===== config.mk =====
export PLATFORM = sky130hd
export DESIGN_NAME = pdlc_top
export DESIGN_NICKNAME = d
export VERILOG_FILES = /design/src/design/pdlc_pkg.sv /design/src/design/pdlc_div.sv /design/src/design/pdlc_fbdiv.sv /design/src/design/pdlc_top.sv
export SDC_FILE = /design/constraint.sdc
export NUM_CORES = 1
export LEC_CHECK = 0
export BUFFER_PORTS_ARGS = -buffer_cell sky130_fd_sc_hd__buf_4
export CORE_ASPECT_RATIO = 0.9
export CORE_UTILIZATION = 45
export CTS_CLUSTER_SIZE = 14
export DETAILED_ROUTE_END_ITERATION = 8
export PLACE_DENSITY = 0.6
export SLEW_MARGIN = 0
export SYNTH_ARGS = -nofsm -noshare
export SYNTH_HDL_FRONTEND = slang
export SYNTH_SLANG_ARGS = --single-unit

===== constraint.sdc =====
create_clock -name mclk -period 3.85 [get_ports mclk]
set_input_delay 0.77 -clock mclk [delete_from_list [all_inputs] [get_ports mclk]]
set_output_delay 0.77 -clock mclk [all_outputs]
set_load 0.01 [all_outputs]

===== src/design/pdlc_pkg.sv =====
/*
  pdlc_pkg: constants for the synthesizer digital control block: register
  addresses, field positions, reset values, lock counts and power timing.
  Assumes a 20 MHz control clock (mclk) and 20-bit register words.
*/
package pdlc_pkg;
  // word addresses carried on the load port
  localparam logic [3:0] PDLC_ADDR_AB = 4'h1;
  localparam logic [3:0] PDLC_ADDR_CP = 4'h2;
  localparam logic [3:0] PDLC_ADDR_REFPRE = 4'h3;
  localparam logic [3:0] PDLC_ADDR_FUNC = 4'h4;
  ////////////////////////////////////////////////////////////////////////////
  // field positions
  localparam int PDLC_A_LSB = 0;
  localparam int PDLC_B_LSB = 6;
  localparam int PDLC_CP1_LSB = 0;
  localparam int PDLC_CP2_LSB = 6;
  localparam int PDLC_R_LSB = 0;
  localparam int PDLC_PRE_LSB = 14;
  localparam int PDLC_FAST_LSB = 0;
  localparam int PDLC_LDSEL_BIT = 13;
  localparam int PDLC_FAST_LOCK_ARM_BIT_BIT = 16;
  localparam int PDLC_LDCNT_LSB = 17;
  ////////////////////////////////////////////////////////////////////////////
  // reset values (real part leaves them undefined; zero chosen)
  localparam logic [19:0] PDLC_WORD_RST = 20'h00000;
  localparam logic [3:0] PDLC_CP_HALF = 4'h8;
  // lock counts for select codes 00..11
  localparam logic [5:0] PDLC_LDN0 = 6'h07;
  localparam logic [5:0] PDLC_LDN1 = 6'h0F;
  localparam logic [5:0] PDLC_LDN2 = 6'h1F;
  localparam logic [5:0] PDLC_LDN3 = 6'h3F;
  // register access allowed this long after core enable rises
  localparam int PDLC_WRITE_WAIT_NS = 50000;
  localparam int PDLC_CLK_NS = 50;
  localparam int PDLC_WRITE_WAIT_CYC = (PDLC_WRITE_WAIT_NS + PDLC_CLK_NS - 1) / PDLC_CLK_NS;
  typedef enum logic [1:0] {
    PDLC_PWR_DOWN = 2'b00,
    PDLC_PWR_BAD = 2'b01,
    PDLC_PWR_SAVE = 2'b10,
    PDLC_PWR_NORMAL = 2'b11
  } pdlc_pwr_t;
endpackage : pdlc_pkg


===== src/design/pdlc_div.sv =====
/*
  pdlc_div: one programmable up-count divider; emits a one-cycle tick each
  time ratio input edges (enables) have been counted.
  Assumes ratio >= 1 and that the enable is a one-cycle pulse per input edge.
*/
`timescale 1ns/100ps
module pdlc_div (
  input wire logic mclk,
  input wire logic rst_n,
  input wire logic restart,
  input wire logic step,
  input wire logic [13:0] ratio,
  output logic tick
);
  import pdlc_pkg::*;
  logic [13:0] cnt_q;
  // count up; clear to zero on terminal count or on restart
  always_ff @(posedge mclk or negedge rst_n) begin
    if (!rst_n) begin
      cnt_q <= 14'h0000;
      tick <= 1'b0;
    end else if (restart) begin
      cnt_q <= 14'h0000;
      tick <= 1'b0;
    end else begin
      tick <= 1'b0;
      if (step) begin
        if (cnt_q + 14'h0001 >= ratio) begin
          cnt_q <= 14'h0000;
          tick <= 1'b1;
        end else begin
          cnt_q <= cnt_q + 14'h0001;
        end
      end
    end
  end
endmodule : pdlc_div


===== src/design/pdlc_fbdiv.sv =====
/*
  pdlc_fbdiv: dual-modulus prescaler with swallow and main counters. Each
  rf_step is one prescaler input edge; fb_tick pulses once per N = P*B + A.
  Assumes B >= 3 and B >= A, kept by the host.
*/
`timescale 1ns/100ps
module pdlc_fbdiv (
  input wire logic mclk,
  input wire logic rst_n,
  input wire logic restart,
  input wire logic rf_step,
  input wire logic [6:0] pmod,
  input wire logic [5:0] swallow,
  input wire logic [12:0] main_cnt,
  output logic fb_tick
);
  import pdlc_pkg::*;
  logic [6:0] pre_q;
  logic [5:0] a_q;
  logic [12:0] b_q;
  logic [6:0] pre_end;
  // modulus P+1 while swallow runs, else P
  assign pre_end = (a_q != 6'h00) ? pmod : pmod - 7'h01;
  ////////////////////////////////////////////////////////////////////////////
  // prescaler cycle drives swallow and main counters
  always_ff @(posedge mclk or negedge rst_n) begin
    if (!rst_n) begin
      pre_q <= 7'h00;
      a_q <= 6'h00;
      b_q <= 13'h0000;
      fb_tick <= 1'b0;
    end else if (restart) begin
      pre_q <= 7'h00;
      a_q <= swallow;
      b_q <= 13'h0000;
      fb_tick <= 1'b0;
    end else begin
      fb_tick <= 1'b0;
      if (rf_step) begin
        if (pre_q >= pre_end) begin
          pre_q <= 7'h00;
          if (a_q != 6'h00) begin
            a_q <= a_q - 6'h01;
          end
          if (b_q + 13'h0001 >= main_cnt) begin
            b_q <= 13'h0000;
            a_q <= swallow;
            fb_tick <= 1'b1;
          end else begin
            b_q <= b_q + 13'h0001;
          end
        end else begin
          pre_q <= pre_q + 7'h01;
        end
      end
    end
  end
endmodule : pdlc_fbdiv


===== src/design/pdlc_top.sv =====
/*
  pdlc_top: digital control of an integer-N synthesizer: buffered divider
  words, reference and feedback dividers, fast-lock timer, lock detect and
  power pins. Assumes words arrive already deserialised with an address and
  a one-cycle load pulse (the load strobe rising edge), and that reference
  and RF input edges arrive as one-cycle step pulses synchronous to mclk.
*/
// How it works
// - feedback ratio is prescaler modulus times main count plus swallow
// - comparison rate is the reference input divided by reference divider
// - swallow is six bits, host keeps it at or below main count
// - fast lock armed only while function bit 16 is one
// - fast lock starts on divider word load or active-mode pin rise
// - during timer, loop-filter switch closed and fast pump code used
// - after timer, switch opens and normal pump code returns
// - timer length is fast count times comparison periods
// - codes 0 to 7 give min times code plus one, 8 gives half
// - bit 13 set routes raw comparator to lock pin, else filtered
// - digital lock pin goes low on every new frequency
// - lock pin rises after N consecutive small phase errors
// - lock pin falls after N consecutive large phase errors
// - lock count select 00,01,10,11 gives 7,15,31,63
// - prescaler select 01,10,11 gives 16,32,64; 00 prohibited
// - pin pair selects power down, save or normal; one pair prohibited
// - writes wait 50 us after core enable; pump hi-z in power save
// - registers kept when active mode drops during normal operation
// - pump and reference words buffered, committed on divider word load
`timescale 1ns/100ps
module pdlc_top (
  input wire logic mclk,
  input wire logic rst_n,
  input wire logic load_strobe,
  input wire logic [3:0] load_addr,
  input wire logic [19:0] load_data,
  input wire logic core_power_enable_pin,
  input wire logic active_mode_pin,
  input wire logic ref_step,
  input wire logic rf_step,
  input wire logic phase_err_small,
  input wire logic phase_cmp_raw,
  output logic phase_comparison_rate,
  output logic fb_compare_tick,
  output logic loop_filter_switch_pin,
  output logic [4:0] pump_current_units,
  output logic pump_enable,
  output logic lock_indicator,
  output logic fast_lock_active,
  output logic write_ready,
  output logic pwr_prohibited
);
  import pdlc_pkg::*;
  logic [19:0] cp_buf_q, rp_buf_q, cp_q, rp_q, ab_q, func_q;
  logic commit_q, commit_d, act_q, act_rise, ref_tick, fb_tick;
  logic [12:0] fast_q;
  logic [5:0] ld_cnt_q, ld_n;
  logic locked_q, ld_dig_q;
  logic [15:0] wait_q;
  logic [6:0] pmod;
  logic [3:0] code_sel;
  logic stamp_ok;
  pdlc_pwr_t pwr;
  assign pwr = pdlc_pwr_t'({core_power_enable_pin, active_mode_pin});
  // accept only while the registered ready flag shows, so the host never
  // sees a word taken a cycle before write_ready admits it
  assign stamp_ok = core_power_enable_pin && write_ready;
  ////////////////////////////////////////////////////////////////////////////
  // power-up wait count; writes before it expire are dropped
  always_ff @(posedge mclk or negedge rst_n) begin
    if (!rst_n) begin
      wait_q <= 16'h0000;
    end else if (!core_power_enable_pin) begin
      wait_q <= 16'h0000;
    end else if (wait_q != 16'(PDLC_WRITE_WAIT_CYC)) begin
      wait_q <= wait_q + 16'h0001;
    end
  end
  // word buffers; only the divider word commits the pump and reference
  // words. contents survive power save since nothing here clears them
  always_ff @(posedge mclk or negedge rst_n) begin
    if (!rst_n) begin
      cp_buf_q <= PDLC_WORD_RST;
      rp_buf_q <= PDLC_WORD_RST;
      cp_q <= PDLC_WORD_RST;
      rp_q <= PDLC_WORD_RST;
      ab_q <= PDLC_WORD_RST;
      func_q <= PDLC_WORD_RST;
    end else if (load_strobe && stamp_ok) begin
      if (load_addr == PDLC_ADDR_AB) begin
        ab_q <= load_data;
        cp_q <= cp_buf_q;
        rp_q <= rp_buf_q;
      end else if (load_addr == PDLC_ADDR_CP) begin
        cp_buf_q <= load_data;
      end else if (load_addr == PDLC_ADDR_REFPRE) begin
        rp_buf_q <= load_data;
      end else if (load_addr == PDLC_ADDR_FUNC) begin
        func_q <= load_data;
      end
    end
  end
  assign commit_d = load_strobe && stamp_ok && (load_addr == PDLC_ADDR_AB);
  // registered commit and active-mode edge
  always_ff @(posedge mclk or negedge rst_n) begin
    if (!rst_n) begin
      commit_q <= 1'b0;
      act_q <= 1'b0;
    end else begin
      commit_q <= commit_d;
      act_q <= active_mode_pin;
    end
  end
  assign act_rise = active_mode_pin && !act_q && core_power_enable_pin;
  ////////////////////////////////////////////////////////////////////////////
  // prescaler modulus; prohibited code 00 falls back to 16
  always_comb begin
    case (rp_q[PDLC_PRE_LSB +: 2])
      2'b10: pmod = 7'h20;
      2'b11: pmod = 7'h40;
      default: pmod = 7'h10;
    endcase
  end
  pdlc_div u_ref (
    .mclk(mclk),
    .rst_n(rst_n),
    .restart(commit_q),
    .step(ref_step),
    .ratio(rp_q[PDLC_R_LSB +: 14]),
    .tick(ref_tick)
  );
  pdlc_fbdiv u_fb (
    .mclk(mclk),
    .rst_n(rst_n),
    .restart(commit_q),
    .rf_step(rf_step),
    .pmod(pmod),
    .swallow(ab_q[PDLC_A_LSB +: 6]),
    .main_cnt(ab_q[PDLC_B_LSB +: 13]),
    .fb_tick(fb_tick)
  );
  ////////////////////////////////////////////////////////////////////////////
  // fast-lock timer counts comparison periods
  always_ff @(posedge mclk or negedge rst_n) begin
    if (!rst_n) begin
      fast_q <= 13'h0000;
    end else if (!func_q[PDLC_FAST_LOCK_ARM_BIT_BIT]) begin
      fast_q <= 13'h0000;
    end else if (commit_q || act_rise) begin
      fast_q <= func_q[PDLC_FAST_LSB +: 13];
    end else if (ref_tick && fast_q != 13'h0000) begin
      fast_q <= fast_q - 13'h0001;
    end
  end
  // fast code while timer runs, normal code after
  assign code_sel = (fast_q != 13'h0000) ? cp_q[PDLC_CP2_LSB +: 4]
                                         : cp_q[PDLC_CP1_LSB +: 4];
  // pump outputs in units of half the minimum current
  always_ff @(posedge mclk or negedge rst_n) begin
    if (!rst_n) begin
      pump_current_units <= 5'h00;
      loop_filter_switch_pin <= 1'b0;
      fast_lock_active <= 1'b0;
      pump_enable <= 1'b0;
    end else begin
      loop_filter_switch_pin <= (fast_q != 13'h0000);
      fast_lock_active <= (fast_q != 13'h0000);
      pump_enable <= (pwr == PDLC_PWR_NORMAL);
      if (code_sel[3]) begin
        pump_current_units <= 5'h01;
      end else begin
        pump_current_units <= {code_sel[2:0] + 3'h1 == 3'h0, code_sel[2:0] + 3'h1, 1'b0};
      end
    end
  end
  ////////////////////////////////////////////////////////////////////////////
  // lock count select
  always_comb begin
    case (func_q[PDLC_LDCNT_LSB +: 2])
      2'b00: ld_n = PDLC_LDN0;
      2'b01: ld_n = PDLC_LDN1;
      2'b10: ld_n = PDLC_LDN2;
      default: ld_n = PDLC_LDN3;
    endcase
  end
  // digital lock filter, one decision per comparison
  always_ff @(posedge mclk or negedge rst_n) begin
    if (!rst_n) begin
      ld_cnt_q <= 6'h00;
      locked_q <= 1'b0;
    end else if (commit_q) begin
      ld_cnt_q <= 6'h00;
      locked_q <= 1'b0;
    end else if (ref_tick) begin
      if (phase_err_small == locked_q) begin
        ld_cnt_q <= 6'h00;
      end else if (ld_cnt_q + 6'h01 >= ld_n) begin
        ld_cnt_q <= 6'h00;
        locked_q <= !locked_q;
      end else begin
        ld_cnt_q <= ld_cnt_q + 6'h01;
      end
    end
  end
  assign ld_dig_q = locked_q;
  // lock pin source select
  always_ff @(posedge mclk or negedge rst_n) begin
    if (!rst_n) begin
      lock_indicator <= 1'b0;
    end else begin
      lock_indicator <= func_q[PDLC_LDSEL_BIT] ? phase_cmp_raw : ld_dig_q;
    end
  end
  ////////////////////////////////////////////////////////////////////////////
  // status outputs
  always_ff @(posedge mclk or negedge rst_n) begin
    if (!rst_n) begin
      phase_comparison_rate <= 1'b0;
      fb_compare_tick <= 1'b0;
      write_ready <= 1'b0;
      pwr_prohibited <= 1'b0;
    end else begin
      phase_comparison_rate <= ref_tick;
      fb_compare_tick <= fb_tick;
      write_ready <= core_power_enable_pin && (wait_q == 16'(PDLC_WRITE_WAIT_CYC));
      pwr_prohibited <= (pwr == PDLC_PWR_BAD);
    end
  end
endmodule : pdlc_top


==> results.md, run 1 <==
- 0 antenna diodes ended up in the layout.
- The first detailed-routing pass took 4 iterations.
- Data on the critical path is required at its endpoint by 4.18 ns.
- The wire length reported by the detailed router is 18300 um.
- The filler cells instantiated in the layout total 1762.
- The delay contributed by the slowest stage of the critical path is 0.45 ns.
- In this run the tightest slew margin relative to its limit is 50.0%.
- After layout, the worst path uses 87.9% of the clock period.
- The source of the critical timing path is u_fb.b_q[0].
- After synthesis the netlist holds a flip-flop and latch count of 176.
- The cell occurring most often along the worst timing path is ha_1.
- The maximum number of pins on one net before global-route repair is 80.
- In this run, CTS created clock tree buffers numbering 17.
- The via count of the first global-routing pass came to 6235.
- Summing all flip-flop and latch instances after layout gives 4400 um^2.
- The first global-routing pass estimated 31400 um of wire.
- The initial utilization of the core area, before any placement, comes to 46.2%.
- The flow ran to the end, and the final reports show no timing, DRC or antenna violations.
- dfrtp_1 takes more of the synthesized area than any other cell.
- The max-cap check violation count is 0.
- The number of buffers and inverters on the critical path is 0.
- The Yosys warning count is 0.
- The commonest cells after synthesis are dfrtp_1, nand2_1, o21ai_0, inv_1, mux2_2.
- The clock root buffer is clkbuf_16.
- The static power due to leakage is 0.00500 uW.
- Synthesis produced 856 cells.
- The die is 150 um wide.
- The number of top-level pins is 46.
- Once placement finished, the instance area stood at 9570 um^2.
- The net count of the mapped netlist is 937.
- The routability congestion estimate is 0.811.
- In the routed layout, each cell is associated on average with a via count of 5.31.
- The die height is 135 um.
- The worst clock skew on the final layout is 0.0165 ns.
- The met2 routing resource usage after global routing is 31.4%.
- STA classifies the critical path endpoint as a flop.
- The layer flagged by global routing as most heavily used is met2.
- In the final layout, the multi-input gates occupy 4170 um^2.
- The share of the synthesized area in the top cell type is 49.5%.
- Walking the worst path, the cells encountered are ha_1 > and4_1 > nand2b_1 > nor3_1 > xor2_1 > ha_1 > nand4_1 > a2111oi_0 > o31ai_1 > nand3b_4 > nor2_1 > a22o_1.
- In this run the standard cell core region covers 19300 um^2.
- After global routing the overflow that remains totals 0.
- The number of post-CTS setup repair buffers is 0.
- In this run the critical register-to-register path is launched from u_fb.b_q[0].
- The cell depth of the worst setup path is 12.
- The fraction of final layout cells with drive strength greater than 1 is 18.1%.
- Port buffering added 44 buffers.
- The hold buffer count at CTS is 0.
- The final hold violation count is 0.
- The startpoint class of the critical path is a flop.
- The largest individual stage delay along the critical path comes from the cell dfrtp_1.
- The share of the yosys chip area belonging to registers is 49.5%.
- The insertion delay to the later sink of the worst-skew pair is 0.44 ns.
- IR analysis of the VDD net gives a maximum drop of 0.277 mV.
- The synthesized netlist occupies a cell area of 8900 um^2.
- After synthesis, the cell types taking the most area are dfrtp_1, mux2_2, ha_1.
- After clock tree synthesis, the clock-pin slew on the worst setup and hold paths is 0.08 ns.
- The HPWL after detailed placement is 12600 um.
- The endpoint identified for the worst register-to-register timing path is u_fb.b_q[5].
- The number of pins with negative max-slew slack in the final report is 0.
- Counting I/O delays and the setup requirement, the final critical path takes 3.38 ns.
- Global routing consumed, on the met3 layer, 4.95% of the routing resources.
- The post-route antenna net violation count is 0.
- The initial antenna violation count is 0.
- The commonest register cell after synthesis is dfrtp_1.
- The type of the most critical hold path is input pin to asynchronous set/reset pin.
- The number of failing setup endpoints in the final timing report is 0.
- The layout-stage area growth over the synthesis result is 14.5%.
- After synthesis, the mean cell area works out to 10.4 um^2.
- The met1 global-route usage is 27.9%.
- The family of cells with the greatest summed delay on the critical path is simple AND/OR/NAND/NOR gates.
- Static timing analysis puts the maximum clock frequency at 0.296 GHz.
- The area enclosed by the die boundary is 20300 um^2.
- Setup repair after global routing left no endpoint under its margin.
- The category of the critical setup timing path is flop to flop.
- In this run the deepest clock path goes through 2 buffers.
- The ratio of total power to cell area is 442 nW/um^2.
- The post-route DRC violation count is 0.
- The average routed wire per standard cell is 15.7 um.
- The slack of the worst reg-to-reg path is 0.47 ns.
- The end of the critical path is u_fb.b_q[5].
- The endpoint arrival time on the critical path is 3.71 ns.
- Measured in cells, the most critical reg-to-reg path has a length of 12.
- TritonCTS built the clock tree.
- Counting distinct cell types in the post-synthesis netlist gives 66.
- The async set or reset register ratio after synthesis is 100%.
- The cell area after layout is 10200 um^2.
- The setup TNS is 0 ns.
- For this run, the total global-route usage over all layers was measured as 20.0%.
- For the pin with the worst max-slew slack, the measured transition is 0.744 ns.
- The number of clock sinks is 176.
- The total via count in the routed design is 6198.
- After the last flow step, the layout net total stands at 985.
- In this run the core area contains 48 standard-cell rows.
- The H-tree was split into 4 levels.
- The most repeated cell in the gate-level netlist after synthesis is dfrtp_1.
- The maximum fanout encountered on the critical timing path is 19.
- Yosys mapped a number of flops with a built-in enable equal to 0.
- After the first detailed-routing iteration, the DRC count stood at 308.
==> worst min path at each step <==
| stage | end | slack (ns) |
|---|---|---|
| after floorplan | fb_compare_tick | 0.33 |
| after global placement | fb_compare_tick | 0.36 |
| after detailed placement | fb_compare_tick | 0.36 |
| after CTS | fb_compare_tick | 0.38 |
| after global routing | fb_compare_tick | 0.39 |
| final | rp_q[15] | 0.37 |
==> per-stage QoR <==
step	setup WS, ns	instances	total power [uW]	util [%]	hold slack (ns)
after floorplan	0.907	856	2560	-	0.331
after global placement	0.354	1135	2780	49.6	0.363
after detailed placement	0.312	1135	2790	49.6	0.362
after CTS	0.301	1167	4570	52.8	0.378
after global routing	0.0338	1167	4760	52.9	0.390
final	0.467	1167	4510	52.9	0.365
==> per-layer routing <==
layer | share of wire [%] | vias to the layer above | routed length (um)
met5 | 0 | - | 0
met4 | 0.76 | 0 | 138
met3 | 2.8 | 14 | 515
met2 | 45 | 62 | 8300
met1 | 51 | 3040 | 9320
li1 | - | 3082 | -
==> kinds of logic (layout without fill, tap and decap cells) <==
kind of cell / Yosys count / after routing / share of synthesized area, %
and+or+nand+nor: 258 / 258 / 14.6
DFF: 176 / 176 / 49.5
AOI/OAI and AO/OA: 165 / 165 / 11.6
buffers and inverters: 88 / 149 / 3.89
muxes: 65 / 65 / 8.14
xor gates and xnor gates: 56 / 56 / 5.51
adders and majority gates: 48 / 48 / 6.75
==> layout make-up <==
type                       count  share of cell area [%]
clock buffer                  17                    4.17
multi-input combinational    592                    40.9
sequential                   176                    43.2
timing repair buffer          58                    4.58
tap                          250                    3.07
clock inverter                15                    1.87
inverter                      59                    2.17
==> worst register-to-register path, stage by stage, from the launching register on <==
cell and delay [ns]:
dfrtp_1 0.45, ha_1 0.27, and4_1 0.24, nand2b_1 0.15, nor3_1 0.25, xor2_1 0.12, ha_1 0.32, nand4_1 0.12
a2111oi_0 0.42, o31ai_1 0.27, nand3b_4 0.28, nor2_1 0.13, a22o_1 0.24
==> power breakdown <==
group          internal (uW)  switching [uW]  total (uW)
combinational            293             371         664
sequential              1960             126        2090
clock                    887             868        1750
total                   3140            1370        4510
==> sequential cells by signal, summed over array words and instances (netlist names), 13 cells and up <==
| register | flops |
|---|---|
| wait_q | 16 |
| fast_q | 13 |
| u_fb.b_q | 13 |
| ab_q | 19 |
| rp_q | 16 |
| rp_buf_q | 16 |
| u_ref.cnt_q | 14 |
| func_q | 17 |
==> cells in the final DEF (no fill, tap or decap), types with 7 or more instances in the layout <==
master,count
buf_4,55
nand3_1,29
and3_1,15
mux2_2,59
xor2_1,28
a211oi_1,11
nand2b_1,12
nand4_1,7
dfrtp_1,176
nor3_1,9
xnor2_1,28
nor2_1,53
and2_1,9
a31oi_1,9
a22o_1,8
nand2_1,84
inv_1,59
a21oi_1,30
ha_1,48
clkbuf_16,17
o21ai_0,67
==> repair_timing <==
item	4_1_cts	5_1_grt
endpoints found under the hold margin	0	0
setup endpoints to repair	0	5
gates resized for setup	0	1
Note: power is estimated with default switching activity, not from simulation.
==> run 2, diff against run 1 <==
- ABC_AREA: unset -> 1
==> run 2 against run 1 <==
Sequential share of layout area down 1.6 points. Worst hold slack worse by 0.015 ns. Critical endpoint is now u_ref.cnt_q[13]. Global-route usage down 0.17 points. Via count up 16%. Total power down 3.1%. First-iteration DRC count up 54%. Sequential power down 3%. Synthesized cell count up 31%. Area after synthesis up 5.9%. Cell area up 3.9%. Largest cell class unchanged.
==> results.md, run 2 <==
- The run finished with clean final reports.
- The endpoint identified for the worst register-to-register timing path is u_ref.cnt_q[13].
- The maximum fanout encountered on the critical timing path is 13 (-6).
- The maximum number of pins on one net before global-route repair is 81 (+1.3%).
- The total via count in the routed design came to 7169 (+16%).
- The most common cell in the synthesized netlist is nand2_1.
- The net count of the mapped netlist is 1205 (+29%).
- The post-placement setup slack is 0.776 ns (+0.464 ns).
- The smallest setup slack after layout came to 0.785 ns (+0.318 ns).
- The worst clock skew on the final layout came to 0.0119 ns (-0.00453 ns).
- The worst-margin pin slew was 0.945 ns (+0.201 ns).
- The largest registers in the layout are ab_q (19), func_q (17).
- The clock period minus final worst setup slack was 3.07 ns (-0.318 ns).
- The routability congestion estimate is 0.829 (+2.3%).
- The insertion delay to the later sink of the worst-skew pair is 0.44 ns (about the same).
- The die height is 139 um (+2.9%).
- The peak clock frequency supported by timing is 0.326 GHz (+10%).
- The wire length reported by the detailed router is 20100 um (+9.8%).
- The number of flip-flops in the largest register is 19 (unchanged).
- The share of the clock period used by the worst path after layout is 79.6% (-8.3 points).
- The number of buffer cells added on primary ports was 44 (unchanged).
- The share of the yosys chip area belonging to registers was 46.7% (-2.8 points).
- The number of instances in the synthesized netlist came to 1124 (+31%).
- The number of diodes added for antenna fixing is 0 (unchanged).
- The number of flops mapped to enable cells by yosys is 0 (unchanged).
- The total CTS buffers came to 17 (unchanged).
- The number of flip-flops and latches in the synthesized netlist is 176 (unchanged).
- The iteration count of the initial detailed-routing pass was 5 (+1).
- Ranked by total cell area, the synthesized netlist is headed by dfrtp_1, nand2_1, ha_1.
- The net count of the finished layout is 1251 (+27%).
- The slack of the worst reg-to-reg path is 0.78 ns (+0.32 ns).
- The fraction of final layout cells with drive strength greater than 1 was 14.4% (-3.7 points).
- The post-route DRC violation count is 0 (unchanged).
- The number of buffers and inverters on the critical path is 1 (+1).
- The post-route antenna net violation count is 0 (unchanged).
- The endpoint arrival time on the critical path is 3.40 ns (-0.31 ns).
- The required time of the critical path came to 4.18 ns (about the same).
- The worst-case hold slack is 0.351 ns (-0.0145 ns).
- The number of post-CTS setup repair buffers is 0 (unchanged).
- The worst relative slew slack is 36.8% (-13 points).
- Among all flip-flop cells after synthesis, the most frequent one is dfrtp_1.
- Setup repair after global routing left no endpoint under its margin.
- The cell area after layout is 10600 um^2 (+3.9%).
- The leftover overflow at the end of global routing is 0 (unchanged).
- The via count of the first global-routing pass came to 6794 (+9.0%).
- The depth of the most critical reg-to-reg path is 15 (+3).
- The DRC violation total after the first TritonRoute iteration is 474 (+54%).
- The average routed wire per standard cell is 13.9 um (-11%).
- The async set or reset register ratio after synthesis is 100% (unchanged).
- The area after detailed placement is 10000 um^2 (+4.5%).
- The max-cap check violation count is 0 (unchanged).
- The post-synthesis cell area was 9430 um^2 (+5.9%).
- The share of the synthesized area in the top cell type was 46.7% (-2.8 points).
- The clock-pin transition on the worst setup and hold timing paths was 0.07 ns (about the same).
- The static power due to leakage is 0.00556 uW (+11%).
- The number of rows in the core area is 49 (+2.1%).
- The total global-route track usage came to 19.9% (-0.17 points).
- The HPWL after detailed placement is 14700 um (+17%).
- The Yosys warning count came to 0 (unchanged).
- The startpoint class of the critical path is a flop.
- The number of distinct library cell variants in the gate-level netlist after synthesis is 50 (-24%).
- The reg-to-reg startpoint is u_ref.cnt_q[0].
- The global-route wire length before repair is 33800 um (+7.7%).
- The number of failing setup endpoints in the final timing report was 0 (unchanged).
- The worst setup path is captured at a flop.
- The clock root buffer is clkbuf_16.
- In this run the worst hold path is classified as input pin to asynchronous set/reset pin.
- The area of the core came to 20200 um^2 (+4.9%).
- The number of buffers on the longest clock path is 2 (unchanged).
- The initial cell density of the core is 46.6% (+0.43 points).
- The number of top-level pins is 46 (unchanged).
- The kind of cell with the highest combined delay along the critical path is simple AND/OR/NAND/NOR gates.
- The number of pins with negative max-slew slack in the final report is 0 (unchanged).
- The setup TNS came to 0 ns (unchanged).
- The average cell area after synthesis is 8.39 um^2 (-19%).
- The initial antenna violation count is 1 (+1).
- The most frequent standard cell in the layout excluding fill and tap cells is nand2_1.
- The ratio of total power to cell area is 413 nW/um^2 (-6.7%).
- The category of the critical setup timing path is flop to flop.
- The cell occurring most often along the worst timing path is nand2_1.
- The maximum ir drop on the vdd rail is 0.220 mV (-21%).
- The post-cts sizing count was 0 (unchanged).
- In the layout the commonest cells are nand2_1, dfrtp_1, inv_1.
- The number of inserted filler cells in the final layout is 1937 (+9.9%).
- From synthesis to final layout, the design area changed by 12.4%.
- Walking the worst path, the cells encountered are ha_1 > nand2_1 > nor2_2 > nand3_1 > nor2_2 > nand2_1 > xor2_1 > inv_1 > ha_1 > nand2_1 > o21bai_1 > a21oi_1 > nor2_1 > nand4_1 > o21ai_0.
- The via density per instance is 4.99 (-6.1%).
- The area enclosed by the die boundary came to 21500 um^2 (+5.8%).
- On the critical path, the stage with the largest delay is an instance of dfrtp_1.
- Ranked by instance count, the synthesized netlist is headed by nand2_1, dfrtp_1, inv_1, o21ai_0, nor2_1.
- The number of clock sinks is 176 (unchanged).
- The register bank with the most flops is ab_q.
- The number of levels in the clock H-tree is 4 (unchanged).
- The final hold violation count was 0 (unchanged).
- The delay contributed by the slowest stage of the critical path is 0.45 ns (about the same).
- The clock tree from TritonCTS is built.
- The hold buffer count at CTS came to 0 (unchanged).
- The synthesized design spends more area on one cell type than any other, namely dfrtp_1.
- The floorplan die width came to 155 um (+2.9%).
==> run 2: cell count changes after synthesis, sizes merged, moves of 20 or more <==
cell   before  now
inv        59  164
mux2       59    4
nand2      84  311
nor2       54   83
o21ai      70  137
xnor2      28    8
==> run 2: how the worst max path moves through the flow <==
stage,start,end,slack [ns],cells after the start
detailed placement,u_ref.cnt_q[0],u_ref.cnt_q[9],0.78,15
global placement,u_ref.cnt_q[0],u_ref.cnt_q[13],0.81,15
floorplan,u_fb.b_q[0],u_fb.a_q[0],1.35,19
finish,u_ref.cnt_q[0],u_ref.cnt_q[13],0.78,15
CTS,u_ref.cnt_q[0],u_ref.cnt_q[11],0.72,15
global route,u_ref.cnt_q[0],u_ref.cnt_q[11],0.30,15
==> run 2: per-stage QoR <==
stage	util, %	std cells	total power (uW)
floorplan	-	1124	2450
global route	52.4	1438	4590
global placement	49.4	1406	2630
CTS	52.4	1438	4420
detailed placement	49.4	1406	2650
finish	52.4	1438	4370
==> run 2: cells by family (layout without fill, tap and decap cells) <==
family          Yosys count  in the layout  share of synthesized area [%]
flops                   176            176                           46.7
compound gates          181            181                           11.0
mux                       5              5                          0.584
xor+xnor                 35             35                           3.33
fa+ha+maj                48             48                           6.37
simple gates            487            487                           23.6
buf+inv                 192            251                           8.35
==> run 2: final cells by class <==
class	count	area [um^2]	area share (%)
clock buffer	17	425	4.02
clock inverter	15	169	1.59
inverter	166	627	5.92
multi-input combinational	756	4240	40.1
sequential	176	4400	41.6
tap	255	319	3.01
timing repair buffer	53	404	3.82
==> run 2: metal layers <==
layer | global-route usage (%) | share of wire [%]
met2 | 29.0 | 42
met1 | 30.1 | 53
met5 | 0 | 0
met4 | 5.00 | 0.96
met3 | 3.74 | 3.6
==> run 2: where the power goes <==
part	internal, uW	total (uW)	switching [uW]
registers	1930	2020	93.8
clock network	928	1760	831
logic	208	586	378
